<file path="src/smcc_regs.vh">
// Constants for the scan mode command control block
`ifndef SMCC_REGS_VH
`define SMCC_REGS_VH
// Command opcodes
`define SMCC_OP_NOP 4'h0
`define SMCC_OP_SOFT_RESET 4'h1
`define SMCC_OP_FAULT_QUERY 4'h2
`define SMCC_OP_REV_QUERY 4'h3
`define SMCC_OP_FAST_SCAN 4'h4
`define SMCC_OP_FIFTY_HZ 4'h5
// Response kinds
`define SMCC_RSP_FAULT 2'h1
`define SMCC_RSP_REV 2'h2
`define SMCC_RSP_ERR 2'h3
// Timing in microseconds, as printed
`define SMCC_SLOT_DEF_US 22000
`define SMCC_SLOT_FAST_US 9000
`define SMCC_INTEG_60_US 16700
`define SMCC_INTEG_50_US 20000
// Clock rate in MHz
`define SMCC_CLK_MHZ 100
// Flag reset values
`define SMCC_FAST_RST 1'b0
`define SMCC_FIFTY_RST 1'b0
`endif

</file>
<file path="src/smcc_mode_flag.v">
// Sticky mode flag, set by its command and cleared only by reset
`timescale 1ns/1ps
module smcc_mode_flag
(
  input wire clk_sys_i,
  input wire clr_i,
  input wire set_i,
  output wire flag_o,
  output wire ignored_o
);
  reg flag_reg;
  // Set once, held until reset; repeats are ignored
  always @(posedge clk_sys_i)
  begin
    if (clr_i)
      flag_reg <= 1'b0;
    else if (set_i)
      flag_reg <= 1'b1;
  end
  assign flag_o = flag_reg;
  assign ignored_o = set_i & flag_reg;
endmodule // smcc_mode_flag

</file>
<file path="src/smcc_top.v">
// Command interpreter for scan mode, revision and fault queries
`timescale 1ns/1ps
`include "smcc_regs.vh"
module smcc_top
#(
  parameter NUM_CHAN = 8,
  parameter FAULT_W = 8,
  parameter [15:0] REV_SCALED = 16'h0064,
  parameter [31:0] SLOT_DEF_CYC = `SMCC_SLOT_DEF_US * `SMCC_CLK_MHZ,
  parameter [31:0] SLOT_FAST_CYC = `SMCC_SLOT_FAST_US * `SMCC_CLK_MHZ,
  parameter [31:0] INTEG_60_CYC = `SMCC_INTEG_60_US * `SMCC_CLK_MHZ,
  parameter [31:0] INTEG_50_CYC = `SMCC_INTEG_50_US * `SMCC_CLK_MHZ
)
(
  input wire clk_sys_i,
  input wire rst_n_i,
  input wire cmd_valid_i,
  input wire [3:0] cmd_op_i,
  input wire [3:0] cmd_chan_i,
  input wire [FAULT_W-1:0] fault_i,
  output wire cmd_ready_o,
  output reg rsp_valid_o,
  output reg [1:0] rsp_kind_o,
  output reg [15:0] rsp_data_o,
  output wire fast_scan_o,
  output wire fifty_hz_o,
  output reg [31:0] slot_cycles_o,
  output reg [31:0] integ_cycles_o,
  output reg slot_tick_o,
  output wire soft_reset_o,
  output wire [FAULT_W-1:0] fault_status_word_o
);
  wire cmd_fire;
  wire soft_rst;
  wire clr_all;
  wire fast_set;
  wire fifty_set;
  wire chan_ok;
  wire [15:0] fault_ext;
  reg [FAULT_W-1:0] fault_reg;
  reg [31:0] slot_cnt_reg;

  // Command decode
  // The block never stalls the client: every strobe is a taken command.
  // Back-to-back commands are legal, one per clock.
  // Opcodes outside the known set still produce an error answer,
  // so the client always learns that its command was not understood.
  // Always ready: each command is executed in the cycle it is taken
  assign cmd_ready_o = 1'b1;
  assign cmd_fire = cmd_valid_i;
  assign soft_rst = cmd_fire & (cmd_op_i == `SMCC_OP_SOFT_RESET);
  // Hard and soft reset clear identical state, nothing outside
  // One shared clear keeps the two reset paths from drifting apart:
  // any new state added later is cleared by both without extra work.
  // The soft reset pulse is also handed out on a port, so that
  // neighbouring logic of this unit only can follow it; other boards
  // of the system never see it.
  assign clr_all = ~rst_n_i | soft_rst;
  assign soft_reset_o = soft_rst;
  assign fast_set = cmd_fire & (cmd_op_i == `SMCC_OP_FAST_SCAN);
  assign fifty_set = cmd_fire & (cmd_op_i == `SMCC_OP_FIFTY_HZ);
  // Zero-based channel check against the variant size
  // Eight-channel variant accepts 0 to 7, sixteen-channel 0 to 15.
  // The extra top bit keeps the compare from wrapping at sixteen.
  assign chan_ok = ({1'b0, cmd_chan_i} < NUM_CHAN[4:0]);

  // Independent sticky mode flags
  // Each flag only ever goes up on its own command and only ever
  // comes down on a reset; a repeated command finds the flag already
  // set and changes nothing. The ignore indication is left open here,
  // since the command answers nothing for these two opcodes.
  smcc_mode_flag u_fast_flag
  (
    .clk_sys_i(clk_sys_i),
    .clr_i(clr_all),
    .set_i(fast_set),
    .flag_o(fast_scan_o),
    .ignored_o()
  );
  smcc_mode_flag u_fifty_flag
  (
    .clk_sys_i(clk_sys_i),
    .clr_i(clr_all),
    .set_i(fifty_set),
    .flag_o(fifty_hz_o),
    .ignored_o()
  );

  // Timing selected by the mode flags
  // Slot length and integration period are registered so the timer
  // below sees a clean value one clock after a mode change.
  // Fast scan selects the short slot; fifty hertz the long integration.
  // Both fall back to their defaults on any reset, never otherwise.
  always @(posedge clk_sys_i)
  begin
    if (clr_all)
    begin
      slot_cycles_o <= SLOT_DEF_CYC;
      integ_cycles_o <= INTEG_60_CYC;
    end
    else
    begin
      slot_cycles_o <= fast_scan_o ? SLOT_FAST_CYC : SLOT_DEF_CYC;
      integ_cycles_o <= fifty_hz_o ? INTEG_50_CYC : INTEG_60_CYC;
    end
  end

  // Slot timer pulses once per channel slot
  // The counter runs from zero to one less than the slot length and
  // then wraps, so ticks are exactly slot_cycles_o clocks apart.
  // A change to a shorter slot while the count is already past the
  // new end wraps at once rather than running through all 32 bits.
  always @(posedge clk_sys_i)
  begin
    if (clr_all)
    begin
      slot_cnt_reg <= 32'h0000_0000;
      slot_tick_o <= 1'b0;
    end
    else if (slot_cnt_reg + 32'h0000_0001 >= slot_cycles_o)
    begin
      slot_cnt_reg <= 32'h0000_0000;
      slot_tick_o <= 1'b1;
    end
    else
    begin
      slot_cnt_reg <= slot_cnt_reg + 32'h0000_0001;
      slot_tick_o <= 1'b0;
    end
  end

  // Hardware fault status register follows fault inputs
  // This is a live copy, one clock behind the fault lines, not a
  // sticky log: a fault that goes away also leaves the register.
  // A soft reset clears it for one clock, a hard reset for as long as rst_n_i is low, before it picks the lines up again.
  always @(posedge clk_sys_i)
  begin
    if (clr_all)
      fault_reg <= {FAULT_W{1'b0}};
    else
      fault_reg <= fault_i;
  end
  assign fault_status_word_o = fault_reg;
  assign fault_ext = {{(16-FAULT_W){1'b0}}, fault_reg};

  // Zero extension of the fault word to the answer width
  // Answers for data-producing commands, one cycle after taking
  // Valid is a one-clock pulse; kind and data hold until the next
  // answer so a slow reader still sees the last one.
  // Mode commands, nop and soft reset produce no answer at all.
  // Unknown opcodes answer with the opcode and the channel check
  // so the client can tell a bad opcode from a bad channel number.
  always @(posedge clk_sys_i)
  begin
    if (clr_all)
    begin
      rsp_valid_o <= 1'b0;
      rsp_kind_o <= 2'h0;
      rsp_data_o <= 16'h0000;
    end
    else
    begin
      rsp_valid_o <= 1'b0;
      if (cmd_fire)
      begin
        case (cmd_op_i)
          `SMCC_OP_FAULT_QUERY:
          begin
            rsp_valid_o <= 1'b1;
            rsp_kind_o <= `SMCC_RSP_FAULT;
            rsp_data_o <= fault_ext;
          end
          `SMCC_OP_REV_QUERY:
          begin
            rsp_valid_o <= 1'b1;
            rsp_kind_o <= `SMCC_RSP_REV;
            rsp_data_o <= REV_SCALED;
          end
          `SMCC_OP_NOP, `SMCC_OP_FAST_SCAN, `SMCC_OP_FIFTY_HZ:
          begin
            rsp_valid_o <= 1'b0;
          end
          default:
          begin
            rsp_valid_o <= 1'b1;
            rsp_kind_o <= `SMCC_RSP_ERR;
            rsp_data_o <= {11'h000, chan_ok, cmd_op_i};
          end
        endcase
      end
    end
  end
endmodule // smcc_top

</file>
<file path="config.mk">
export PLATFORM = sky130hd
export DESIGN_NAME = smcc_top
export DESIGN_NICKNAME = d
export VERILOG_FILES = /design/src/smcc_mode_flag.v /design/src/smcc_top.v
export VERILOG_INCLUDE_DIRS = /design/src /design/src/src
export SDC_FILE = /design/constraint.sdc
export NUM_CORES = 1
export LEC_CHECK = 0
export BUFFER_PORTS_ARGS = -buffer_cell sky130_fd_sc_hd__buf_2
export CAP_MARGIN = 40
export CORE_MARGIN = 1
export CORE_UTILIZATION = 46
export CTS_BUF_LIST = sky130_fd_sc_hd__clkbuf_16
export DETAILED_ROUTE_END_ITERATION = 10
export GPL_TIMING_DRIVEN = 0
export PLACE_DENSITY = 0.79
export SLEW_MARGIN = 0
export SYNTH_ARGS = -nofsm -noshare
export SYNTH_HDL_FRONTEND = slang
export SYNTH_HIERARCHICAL = 1
export SYNTH_SLANG_ARGS = --single-unit
</file>
<file path="constraint.sdc">
create_clock -name clk_sys_i -period 2.7 [get_ports clk_sys_i]
set_clock_uncertainty 0.05 [all_clocks]
set_input_delay 0 -clock clk_sys_i [delete_from_list [all_inputs] [get_ports clk_sys_i]]
set_output_delay 0 -clock clk_sys_i [all_outputs]
set_load 0.05 [all_outputs]
</file>
==> flow_summary.toml, run 1 <==
[status]
run_status = "finished with violations"
violations = "negative setup slack"

[finish]
multi_input_area_sq_um = 2115
largest_reg_flops = 32
fin_nets = 594
register_area_sq_um = 1187
fillers = 532
drive_gt1_share_pct = 44.39
n_antenna_cell = 0
utilization_pct = 71.25
syn_to_final_growth_pct = 49.71
fin_cells = 669

[critical_path]
critPathMaxFanout = 5
r2r-start = "slot_cnt_reg[6]$_SDFF_PP0_"
worstPathRequired_ps = 2830
cp.arrival_ps = 3150
crit_chain = "nand4_4 > nor4_4 > nand4_1 > xnor2_2 > ha_1 > nand3_2 > a31o_4 > o211ai_4 > nor2_2 > nor3_4 > buf_6 > nor4_2"
worstSetupPathDepth = 12
reg2reg_to = "slot_cnt_reg[0]$_SDFF_PP0_"
crit_type = "flop to flop"
rr_worst_depth = 12
path_delay_family = "simple AND/OR/NAND/NOR gates"
worst-path-buf-inv = 1
critPathSlowestCell = "dfxtp_4"
r2r_slack_ps = -320
endpoint_kind = "flop"
critPathLaunchType = "flop"
max_stage_delay_ps = 420

[timing]
period_minus_slack_ps = 3020
rsz0062_at_grt = "yes"
period_share_pct = 111.9
drv_slew = 0
worstMarginPinSlew_ps = 851.4
setup_viol = 23
max_freq_mhz = 331.1
relSlewSlack_pct = 43.24
hold_viol = 0
finalWorstSetupSlack_ps = -320.2

[grt]
track_usage_pct = 24.51
grt_pass1_vias = 3079
overflow = 0
antenna_found_initial = 0
grt_pass1_wl_um = 14400
grt_start_max_net_pins = 12

[routing]
drc_errors = 0
vias = 3272
via_per_inst = 4.891
post_drt_wl_per_cell_um = 14.43
wirelength_um = 9651
antenna_left = 0
first_iter_violations = 170
drtPass1Iterations = 4

[clocking]
clkTransAtPathRegs_ps = 50
tritoncts = "built"
cts_max_level = 3
clockRootBuffer = "clkbuf_16"
clkLatencyLatePin_ps = 330
clkSinkCount = 58
cts_buffers = 9
clockBufferDepth = 2

[power]
power_mw = 2.547
powerDensity_nw_per_um2 = 495.5
p_clk_share_pct = 48.0
p_sw_share_pct = 29.14
p_sw_uw = 742.2
cell_internal_pwr_mw = 1.805
seqPwrFrac_pct = 35.2
ir_drop_mv = 0.3842
leakagePower_nw = 2.475
power_frac_comb_pct = 16.8

[placement]
dp_slack_ps = -448.5
portBuffers = 60
routabilityCongestion = 0.8770
hpwl_um = 5676
placed_cells = 605

[worst_hold_path]
hp-class = "input pin to flop"
hold_path_depth = 4
min_from = "cmd_chan_i[3]"
whs_endpoint = "rsp_data_o[4]$_SDFFE_PP0P_"

[floorplanning]
die_w_um = 88.39
die_height_um = 88.39
num_io_pins = 115
rows = 31
core_sq_um = 7214
initial_core_util_pct = 47.59
dieArea_sq_um = 7813

[yosys]
synth_cells = 387
yosysWarnings = 6
syn_avg_cell_area_sq_um = 8.872
synth_area_sq_um = 3433

[job]
maxCapViolCount = 0
[cell usage in the layout, fill, tap and decap left out, drive strengths merged, types with 4 or more instances in the layout]
cell and n:
ha 10, nand3 17, nand2 31, nor2 23
nor3b 4, nor3 17, dlygate4sd3 19, and3 10
xor2 11, nor4 20, and4 5, a21oi 10
clkinv 4, xnor2 14, conb 60, and2 6
o21ai 5, o211ai 4, buf 172, dfxtp 58
nand4 10, inv 11, clkbuf 13
[metrics by stage]
step	cell area, sq um	hold WS [ps]	setup TNS [ps]
after floorplan	3767	93.00	-464.2
after global placement	4192	179.8	-7578
after detailed placement	4197	184.1	-8456
after CTS	5019	0.2759	-3694
after global routing	5140	43.91	-8551
final	5140	5.634	-6754
[power groups by stage]
| stage | logic, mW | clock network (mW) | registers, mW |
|---|---|---|---|
| finish | 0.428 | 1.22 | 0.897 |
| global route | 0.453 | 1.29 | 0.899 |
| CTS | 0.419 | 1.23 | 0.897 |
| detailed placement | 0.395 | 0 | 0.918 |
| global placement | 0.392 | 0 | 0.917 |
| floorplan | 0.281 | 0 | 0.980 |
[how the worst max path moves through the flow]
stage / start / endpoint / slack [ps]
3_5_place_dp: slot_cnt_reg[10]$_SDFF_PP0_ / slot_cnt_reg[7]$_SDFF_PP0_ / -450
6_report: slot_cnt_reg[6]$_SDFF_PP0_ / slot_cnt_reg[0]$_SDFF_PP0_ / -320
3_3_place_gp: slot_cnt_reg[10]$_SDFF_PP0_ / slot_cnt_reg[7]$_SDFF_PP0_ / -360
4_1_cts: slot_cnt_reg[2]$_SDFF_PP0_ / slot_cnt_reg[0]$_SDFF_PP0_ / -190
2_1_floorplan: slot_cnt_reg[10]$_SDFF_PP0_ / slot_cnt_reg[10]$_SDFF_PP0_ / -40
5_1_grt: slot_cnt_reg[6]$_SDFF_PP0_ / slot_cnt_reg[17]$_SDFF_PP0_ / -410
[timing repair]
item	in CTS	in global routing
setup buffers	22	6
hold endpoints to repair	10	0
endpoints found under the setup margin	23	23
resized for setup	34	15
hold buffers	19	0
cloned	2	0
pin swaps	19	5
[tightest hold or removal path, cell delays in order]
cell and delay [ps]:
buf_2 80, nor2_1 30, a31oi_1 140, a211oi_1 80
[layer usage]
layer / up-vias / global-route usage (%) / part of all wire [%]
met5: - / 0 / 0
met4: 0 / 13.05 / 3.3
met3: 30 / 6.623 / 6.1
met2: 136 / 44.41 / 54
met1: 1519 / 25.85 / 37
li1: 1587 / - / -
[layout make-up]
class | instances | area share (%)
Multi-Input combinational cell | 289 | 41.14
Sequential cell | 58 | 23.10
Timing Repair Buffer | 110 | 14.24
Buffer | 85 | 12.03
Clock buffer | 9 | 4.382
Tap cell | 99 | 2.410
Clock inverter | 7 | 1.826
Inverter | 12 | 0.8763
(Power assumes the default switching activity.)
==> inputs of run 2 (changes only) <==
--- a/config.mk
+++ b/config.mk
@@ -6,14 +6,17 @@
 export SDC_FILE = /design/constraint.sdc
 export NUM_CORES = 1
 export LEC_CHECK = 0
+export ABC_AREA = 1
 export BUFFER_PORTS_ARGS = -buffer_cell sky130_fd_sc_hd__buf_2
 export CAP_MARGIN = 40
+export CELL_PAD_IN_SITES_DETAIL_PLACEMENT = 1
+export CELL_PAD_IN_SITES_GLOBAL_PLACEMENT = 2
 export CORE_MARGIN = 1
-export CORE_UTILIZATION = 46
+export CORE_UTILIZATION = 24
 export CTS_BUF_LIST = sky130_fd_sc_hd__clkbuf_16
 export DETAILED_ROUTE_END_ITERATION = 10
 export GPL_TIMING_DRIVEN = 0
-export PLACE_DENSITY = 0.79
+export PLACE_DENSITY = 0.77
 export SLEW_MARGIN = 0
 export SYNTH_ARGS = -nofsm -noshare
 export SYNTH_HDL_FRONTEND = slang
==> run 2 against run 1 <==
- the flow now finishes without violations
- worst hold slack better by 36 ps
- cell count rose by 33%
- combinational power is 2% lower
- sequential power about the same
- critical path type unchanged
- largest power group unchanged
- highest routed layer unchanged
==> flow_summary.toml, run 2 <==
[grt]
overflow = 0
grt_start_max_net_pins = 12
grt_pass1_wl_um = 17220
antenna_found_initial = 0
grt_pass1_vias = 3616
track_usage_pct = 13.78

[floorplanning]
rows = 44
num_io_pins = 115
dieArea_sq_um = 15680
die_w_um = 125.2
die_height_um = 125.2
initial_core_util_pct = 24.79
core_sq_um = 14700

[finish]
utilization_pct = 36.44
largest_reg_flops = 32
fin_nets = 731
design_area_sq_um = 5356
syn_to_final_growth_pct = 47.01
fin_cells = 890
drive_gt1_share_pct = 36.97
final_common_cell = "nand2_1"
n_antenna_cell = 0
final_cell_mix = "nand2_1, buf_4, inv_1"

[power]
ir_drop_mv = 0.2136
powerDensity_nw_per_um2 = 473.4
leakagePower_nw = 2.719
power_mw = 2.536
cell_internal_pwr_mw = 1.786
p_sw_uw = 749.1
p_sw_share_pct = 29.54
seqPwrFrac_pct = 35.4
power_frac_comb_pct = 16.6
p_clk_share_pct = 48.1

[critical_path]
endpoint_kind = "flop"
max_stage_delay_ps = 380
rr_worst_depth = 18
reg2reg_to = "slot_cnt_reg[17]$_SDFF_PP0_"
r2r-start = "slot_cnt_reg[12]$_SDFF_PP0_"
worstPathRequired_ps = 2880
path_delay_family = "simple AND/OR/NAND/NOR gates"
cp.arrival_ps = 2820
worstSetupPathDepth = 18
r2r_slack_ps = 60
critPathLaunchType = "flop"
cp_common_cell = "nand2_1"
crit_type = "flop to flop"
critPathMaxFanout = 5
critPathSlowestCell = "dfxtp_1"
crit_chain = "nand2_1 > nor2_1 > nand2_2 > nor2_8 > nand3_2 > xor2_2 > inv_1 > ha_4 > nand2_1 > inv_1 > nand2_1 > nor2_1 > nand2_1 > nor2_1 > nand2_2 > nand3_4 > clkbuf_16 > nor2_2"
worst-path-buf-inv = 3

[routing]
via_per_inst = 3.978
drtPass1Iterations = 6
post_drt_wl_per_cell_um = 11.89
first_iter_violations = 92
antenna_left = 0
vias = 3540
wirelength_um = 10580
drc_errors = 0

[yosys]
synth_area_sq_um = 3643
synth_cells = 536
yosysWarnings = 6
syn_avg_cell_area_sq_um = 6.798

[clocking]
clockBufferDepth = 2
tritoncts = "built"
cts_buffers = 9
cts_max_level = 3
clkSinkCount = 58
clockRootBuffer = "clkbuf_16"
clkTransAtPathRegs_ps = 60
clkLatencyLatePin_ps = 330

[timing]
finalWorstSetupSlack_ps = 62.60
fin_hold_ws_ps = 41.14
drv_slew = 0
relSlewSlack_pct = 56.38
period_minus_slack_ps = 2637
setup_viol = 0
max_freq_mhz = 379.2
hold_viol = 0
worstMarginPinSlew_ps = 649.9
fin_tns_setup_ps = 0
period_share_pct = 97.68

[placement]
dp_slack_ps = -127.5
placed_cells = 838
dpl-instance-area_sq_um = 4392
hpwl_um = 7842
routabilityCongestion = 0.8030
portBuffers = 60

[worst_hold_path]
min_from = "cmd_valid_i"
hp-class = "input pin to flop"
hold_path_depth = 5
whs_endpoint = "u_fifty_flag/flag_o$_SDFFE_PP0P_"

[job]
maxCapViolCount = 0

[status]
run_status = "complete, no violations"
[run 2: cell count changes in the layout (fill, tap and decap cells not counted), moves of 10 or more]
cell	previous run	this run
xor2_1	10	0
nor4_2	10	0
nor2_2	2	25
nand2_2	2	13
nor2_1	21	57
nor3_2	11	0
nand2_1	28	128
inv_1	11	71
xnor2_1	11	1
nor2_4	0	11
[run 2: worst max-delay path by stage]
stage                                             end                         from  slack, ps
final                     slot_cnt_reg[17]$_SDFF_PP0_  slot_cnt_reg[12]$_SDFF_PP0_         60
after global routing      slot_cnt_reg[20]$_SDFF_PP0_  slot_cnt_reg[12]$_SDFF_PP0_        -60
after CTS                  slot_cnt_reg[7]$_SDFF_PP0_   slot_cnt_reg[1]$_SDFF_PP0_        0.4
after detailed placement   slot_cnt_reg[8]$_SDFF_PP0_   slot_cnt_reg[0]$_SDFF_PP0_       -130
after global placement     slot_cnt_reg[9]$_SDFF_PP0_   slot_cnt_reg[0]$_SDFF_PP0_        -70
after floorplan           slot_cnt_reg[13]$_SDFF_PP0_   slot_cnt_reg[0]$_SDFF_PP0_        320
[run 2: cell type report]
class                   count  area, sq um
fillers                  1865         9343
multi-input cells         386         2117
flip-flops and latches     58         1194
repair buffers             97        654.4
plain buffers              73        560.5
inverters                  77        291.5
well taps                 184        230.2
clock buffers               9        225.2
clock inverters             6        83.83
[run 2: power by group through the flow]
stage               clock network (mW)  registers (mW)  logic, mW
floorplan                            0           0.984      0.280
finish                            1.22           0.897      0.420
CTS                               1.25           0.901      0.417
global placement                     0           0.920      0.398
global route                      1.29           0.901      0.447
detailed placement                   0           0.921      0.401
[run 2: layer usage]
metal | up-vias | global-route usage [%] | wire, um
li1 | 1830 | - | -
met2 | 73 | 25.24 | 5436
met4 | 0 | 3.659 | 112
met3 | 11 | 4.151 | 518
met1 | 1626 | 15.40 | 4512
met5 | - | 0 | 0
[run 2: what timing repair did]
item                                    4_1_cts  5_1_grt
buffers inserted                             14        7
endpoints found under the setup margin       20       22
gates resized for setup                      43       32
gates cloned                                  1        1
pin swaps                                    13       14
hold buffers                                 14        0
endpoints found under the hold margin        13        0
[run 2: worst reg2reg max path, cell delays in order (launching register included)]
cell       delay (ps)
dfxtp_1           380
nand2_1           120
nor2_1            150
nand2_2           120
nor2_8            140
nand3_2            90
xor2_2            170
inv_1             100
ha_4              270
nand2_1            60
inv_1              60
nand2_1            50
nor2_1             90
nand2_1            60
nor2_1            120
nand2_2            90
nand3_4           180
clkbuf_16         190
nor2_2             30
==> inputs of run 3 (changes only) <==
--- a/config.mk
+++ b/config.mk
@@ -12,13 +12,12 @@
 export CELL_PAD_IN_SITES_DETAIL_PLACEMENT = 1
 export CELL_PAD_IN_SITES_GLOBAL_PLACEMENT = 2
 export CORE_MARGIN = 1
-export CORE_UTILIZATION = 24
+export CORE_UTILIZATION = 25
 export CTS_BUF_LIST = sky130_fd_sc_hd__clkbuf_16
 export DETAILED_ROUTE_END_ITERATION = 10
 export GPL_TIMING_DRIVEN = 0
-export PLACE_DENSITY = 0.77
+export PLACE_DENSITY = 0.79
 export SLEW_MARGIN = 0
 export SYNTH_ARGS = -nofsm -noshare
 export SYNTH_HDL_FRONTEND = slang
-export SYNTH_HIERARCHICAL = 1
 export SYNTH_SLANG_ARGS = --single-unit
==> run 3 against run 2 <==
- the run now ends with negative setup slack left
- combinational power up 2%
- register-to-register slack worse by 90 ps
- wire length up 3.3%
- power down 7.2%
- non-clock buffer count up 3
- sequential share of layout area down 0.52 points
- global-route usage up 1.2 points
- clock-buffer cell count unchanged
- worst hold slack worse by 9.8 ps
- die area down 3.2%
- synthesized cell count down 0.19%
- clock power down 16%
- critical endpoint unchanged
- largest power group unchanged
==> flow_summary.toml, run 3 <==
[status]
run_status = "finished with violations"
violations = "negative setup slack"

[floorplanning]
core_sq_um = 14100
initial_core_util_pct = 26.06
rows = 43
die_height_um = 123.2
dieArea_sq_um = 15180
die_w_um = 123.2
num_io_pins = 115

[worst_hold_path]
hp-class = "input pin to flop"
hold_path_depth = 3
min_from = "rst_n_i"

[yosys]
synth_top_cells_by_area = "dfxtp_1, buf_4, nand2_1"
synth-simple-area-share_pct = 36.85
synth-xor-area-share_pct = 2.861
synth_area_sq_um = 3674
synth_cells = 535
yosysMostFrequentCell = "nand2_1"
synthTopCellsByCount = "nand2_1, nor2_1, buf_4"
synth_edf_count = 0
ys_types = 29
synth-seq-area-share_pct = 31.61
yosys.area_share.adder_pct = 3.406
synth_top_family_by_area = "simple AND/OR/NAND/NOR gates"
yosysTopAreaCellShare_pct = 31.61
async_reset_ff_share_pct = 0
syn_avg_cell_area_sq_um = 6.866
synth-compound-area-share_pct = 3.815
yosysWarnings = 0
yosysTopAreaCell = "dfxtp_1"
synth.mux.area_fraction_pct = 0
synth_top_flop_cell = "dfxtp_1"
synth-seq-cells = 58

[routing]
wirelength_um = 10920
drc_errors = 0
first_iter_violations = 99
antenna_left = 0
vias = 3641
via_per_inst = 4.096
drtPass1Iterations = 4
post_drt_wl_per_cell_um = 12.29

[finish]
utilization_pct = 38.62
final_common_cell = "nand2_1"
drive_gt1_share_pct = 38.79
n_antenna_cell = 0
syn_to_final_growth_pct = 48.19
largest_reg_flops = 32
final_cell_mix = "nand2_1, buf_4, buf_2"
fin_nets = 734

[clocking]
tritoncts = "built"
clockBufferDepth = 2
clkSinkCount = 58
clockRootBuffer = "clkbuf_16"
cts_buffers = 9
clkLatencyLatePin_ps = 330
cts_max_level = 3
clkTransAtPathRegs_ps = 60

[critical_path]
endpoint_kind = "flop"
rr_worst_depth = 17
crit_type = "flop to flop"
critPathMaxFanout = 5
crit_path_start = "slot_cnt_reg[0]$_SDFF_PP0_"
cp_common_cell = "nor2_4"
critPathLaunchType = "flop"
worstPathRequired_ps = 2920
critPathSlowestCell = "dfxtp_4"
crit_chain = "inv_1 > nor2_4 > nand2_4 > nor2_4 > nand2_1 > xor2_2 > inv_1 > ha_4 > a21oi_1 > nand2_2 > nand3_2 > nand2_2 > nor2_4 > nand4_4 > buf_4 > buf_8 > nor2_2"
r2r-start = "slot_cnt_reg[0]$_SDFF_PP0_"
max_stage_delay_ps = 370
cp.arrival_ps = 2950

[power]
power_mw = 2.352
leakagePower_nw = 2.551
ir_drop_mv = 0.2476
powerDensity_nw_per_um2 = 432.1

[placement]
hpwl_um = 8165
portBuffers = 61
dp_slack_ps = -341.6
routabilityCongestion = 0.8008

[timing]
setup_viol = 20
max_freq_mhz = 366.2
fin_tns_setup_ps = -338.4
hold_viol = 0
finalWorstSetupSlack_ps = -30.68
period_share_pct = 101.1
relSlewSlack_pct = 58.54
period_minus_slack_ps = 2731
drv_slew = 0
fin_hold_ws_ps = 31.31
rsz0062_at_grt = "yes"
worstMarginPinSlew_ps = 622.0

[grt]
grt_start_max_net_pins = 11
overflow = 0
track_usage_pct = 15.02
grt_pass1_wl_um = 17040
grt_pass1_vias = 3545
antenna_found_initial = 0

[job]
maxCapViolCount = 0
==> run 3: critical path: cells and delay by family, from the launching register on <==
kind                       cells  cell delay [ps]
and+or+nand+nor               10             1110
buffers and inverters          4              500
DFF                            1              370
xor gates and xnor gates       1              230
adders and majority gates      1              230
AOI/OAI and AO/OA              1              160
==> run 3: through the flow <==
step / instances / area (sq um)
global placement: 834 / 4422
CTS: 881 / 5142
floorplan: 593 / 3891
detailed placement: 834 / 4422
finish: 889 / 5444
global route: 889 / 5444
==> run 3: logic make-up after synthesis <==
family,count (synthesis)
simple gates,293
buf+inv,135
flops,58
compound gates,25
xor+xnor,12
fa+ha+maj,10
other cells,2
==> run 3: layer usage <==
metal / up-vias / routed length (um) / GRT usage [%]
li1: 1855 / - / -
met1: 1682 / 4590 / 16.54
met2: 86 / 5525 / 26.92
met3: 18 / 607 / 4.751
met4: 0 / 201 / 5.346
met5: - / 0 / 0
==> run 3: power breakdown <==
| group | internal [mW] | total (mW) | switching, mW |
|---|---|---|---|
| combinational | 0.115 | 0.427 | 0.312 |
| sequential | 0.881 | 0.900 | 0.0186 |
| clock | 0.607 | 1.03 | 0.418 |
| total | 1.60 | 2.35 | 0.749 |
==> run 3: final timing paths <==
path                                                         to  slack [ps]
worst min register to register    integ_cycles_o[16]$_SDFF_PP1_         370
worst min-delay path            u_fast_flag.flag_o$_SDFFE_PP0P_          30
worst max-delay path                slot_cnt_reg[17]$_SDFF_PP0_         -30
worst max register to register      slot_cnt_reg[17]$_SDFF_PP0_         -30
==> run 3: cell type report <==
cell class / instances / area, sq um
buffer: 72 / 561.8
clock buffer: 9 / 225.2
clock inverter: 6 / 36.28
fill: 1780 / 8652
inverter: 63 / 236.5
multi-input combinational: 400 / 2283
sequential: 58 / 1185
tap: 180 / 225.2
timing repair buffer: 101 / 690.7
==> run 3: repair_timing <==
action,in CTS,in global routing
pin swaps,16,25
endpoints found under the hold margin,15,0
hold buffers,15,0
gates cloned,2,0
resized for setup,38,64
buffers inserted,15,9
endpoints found under the setup margin,23,23
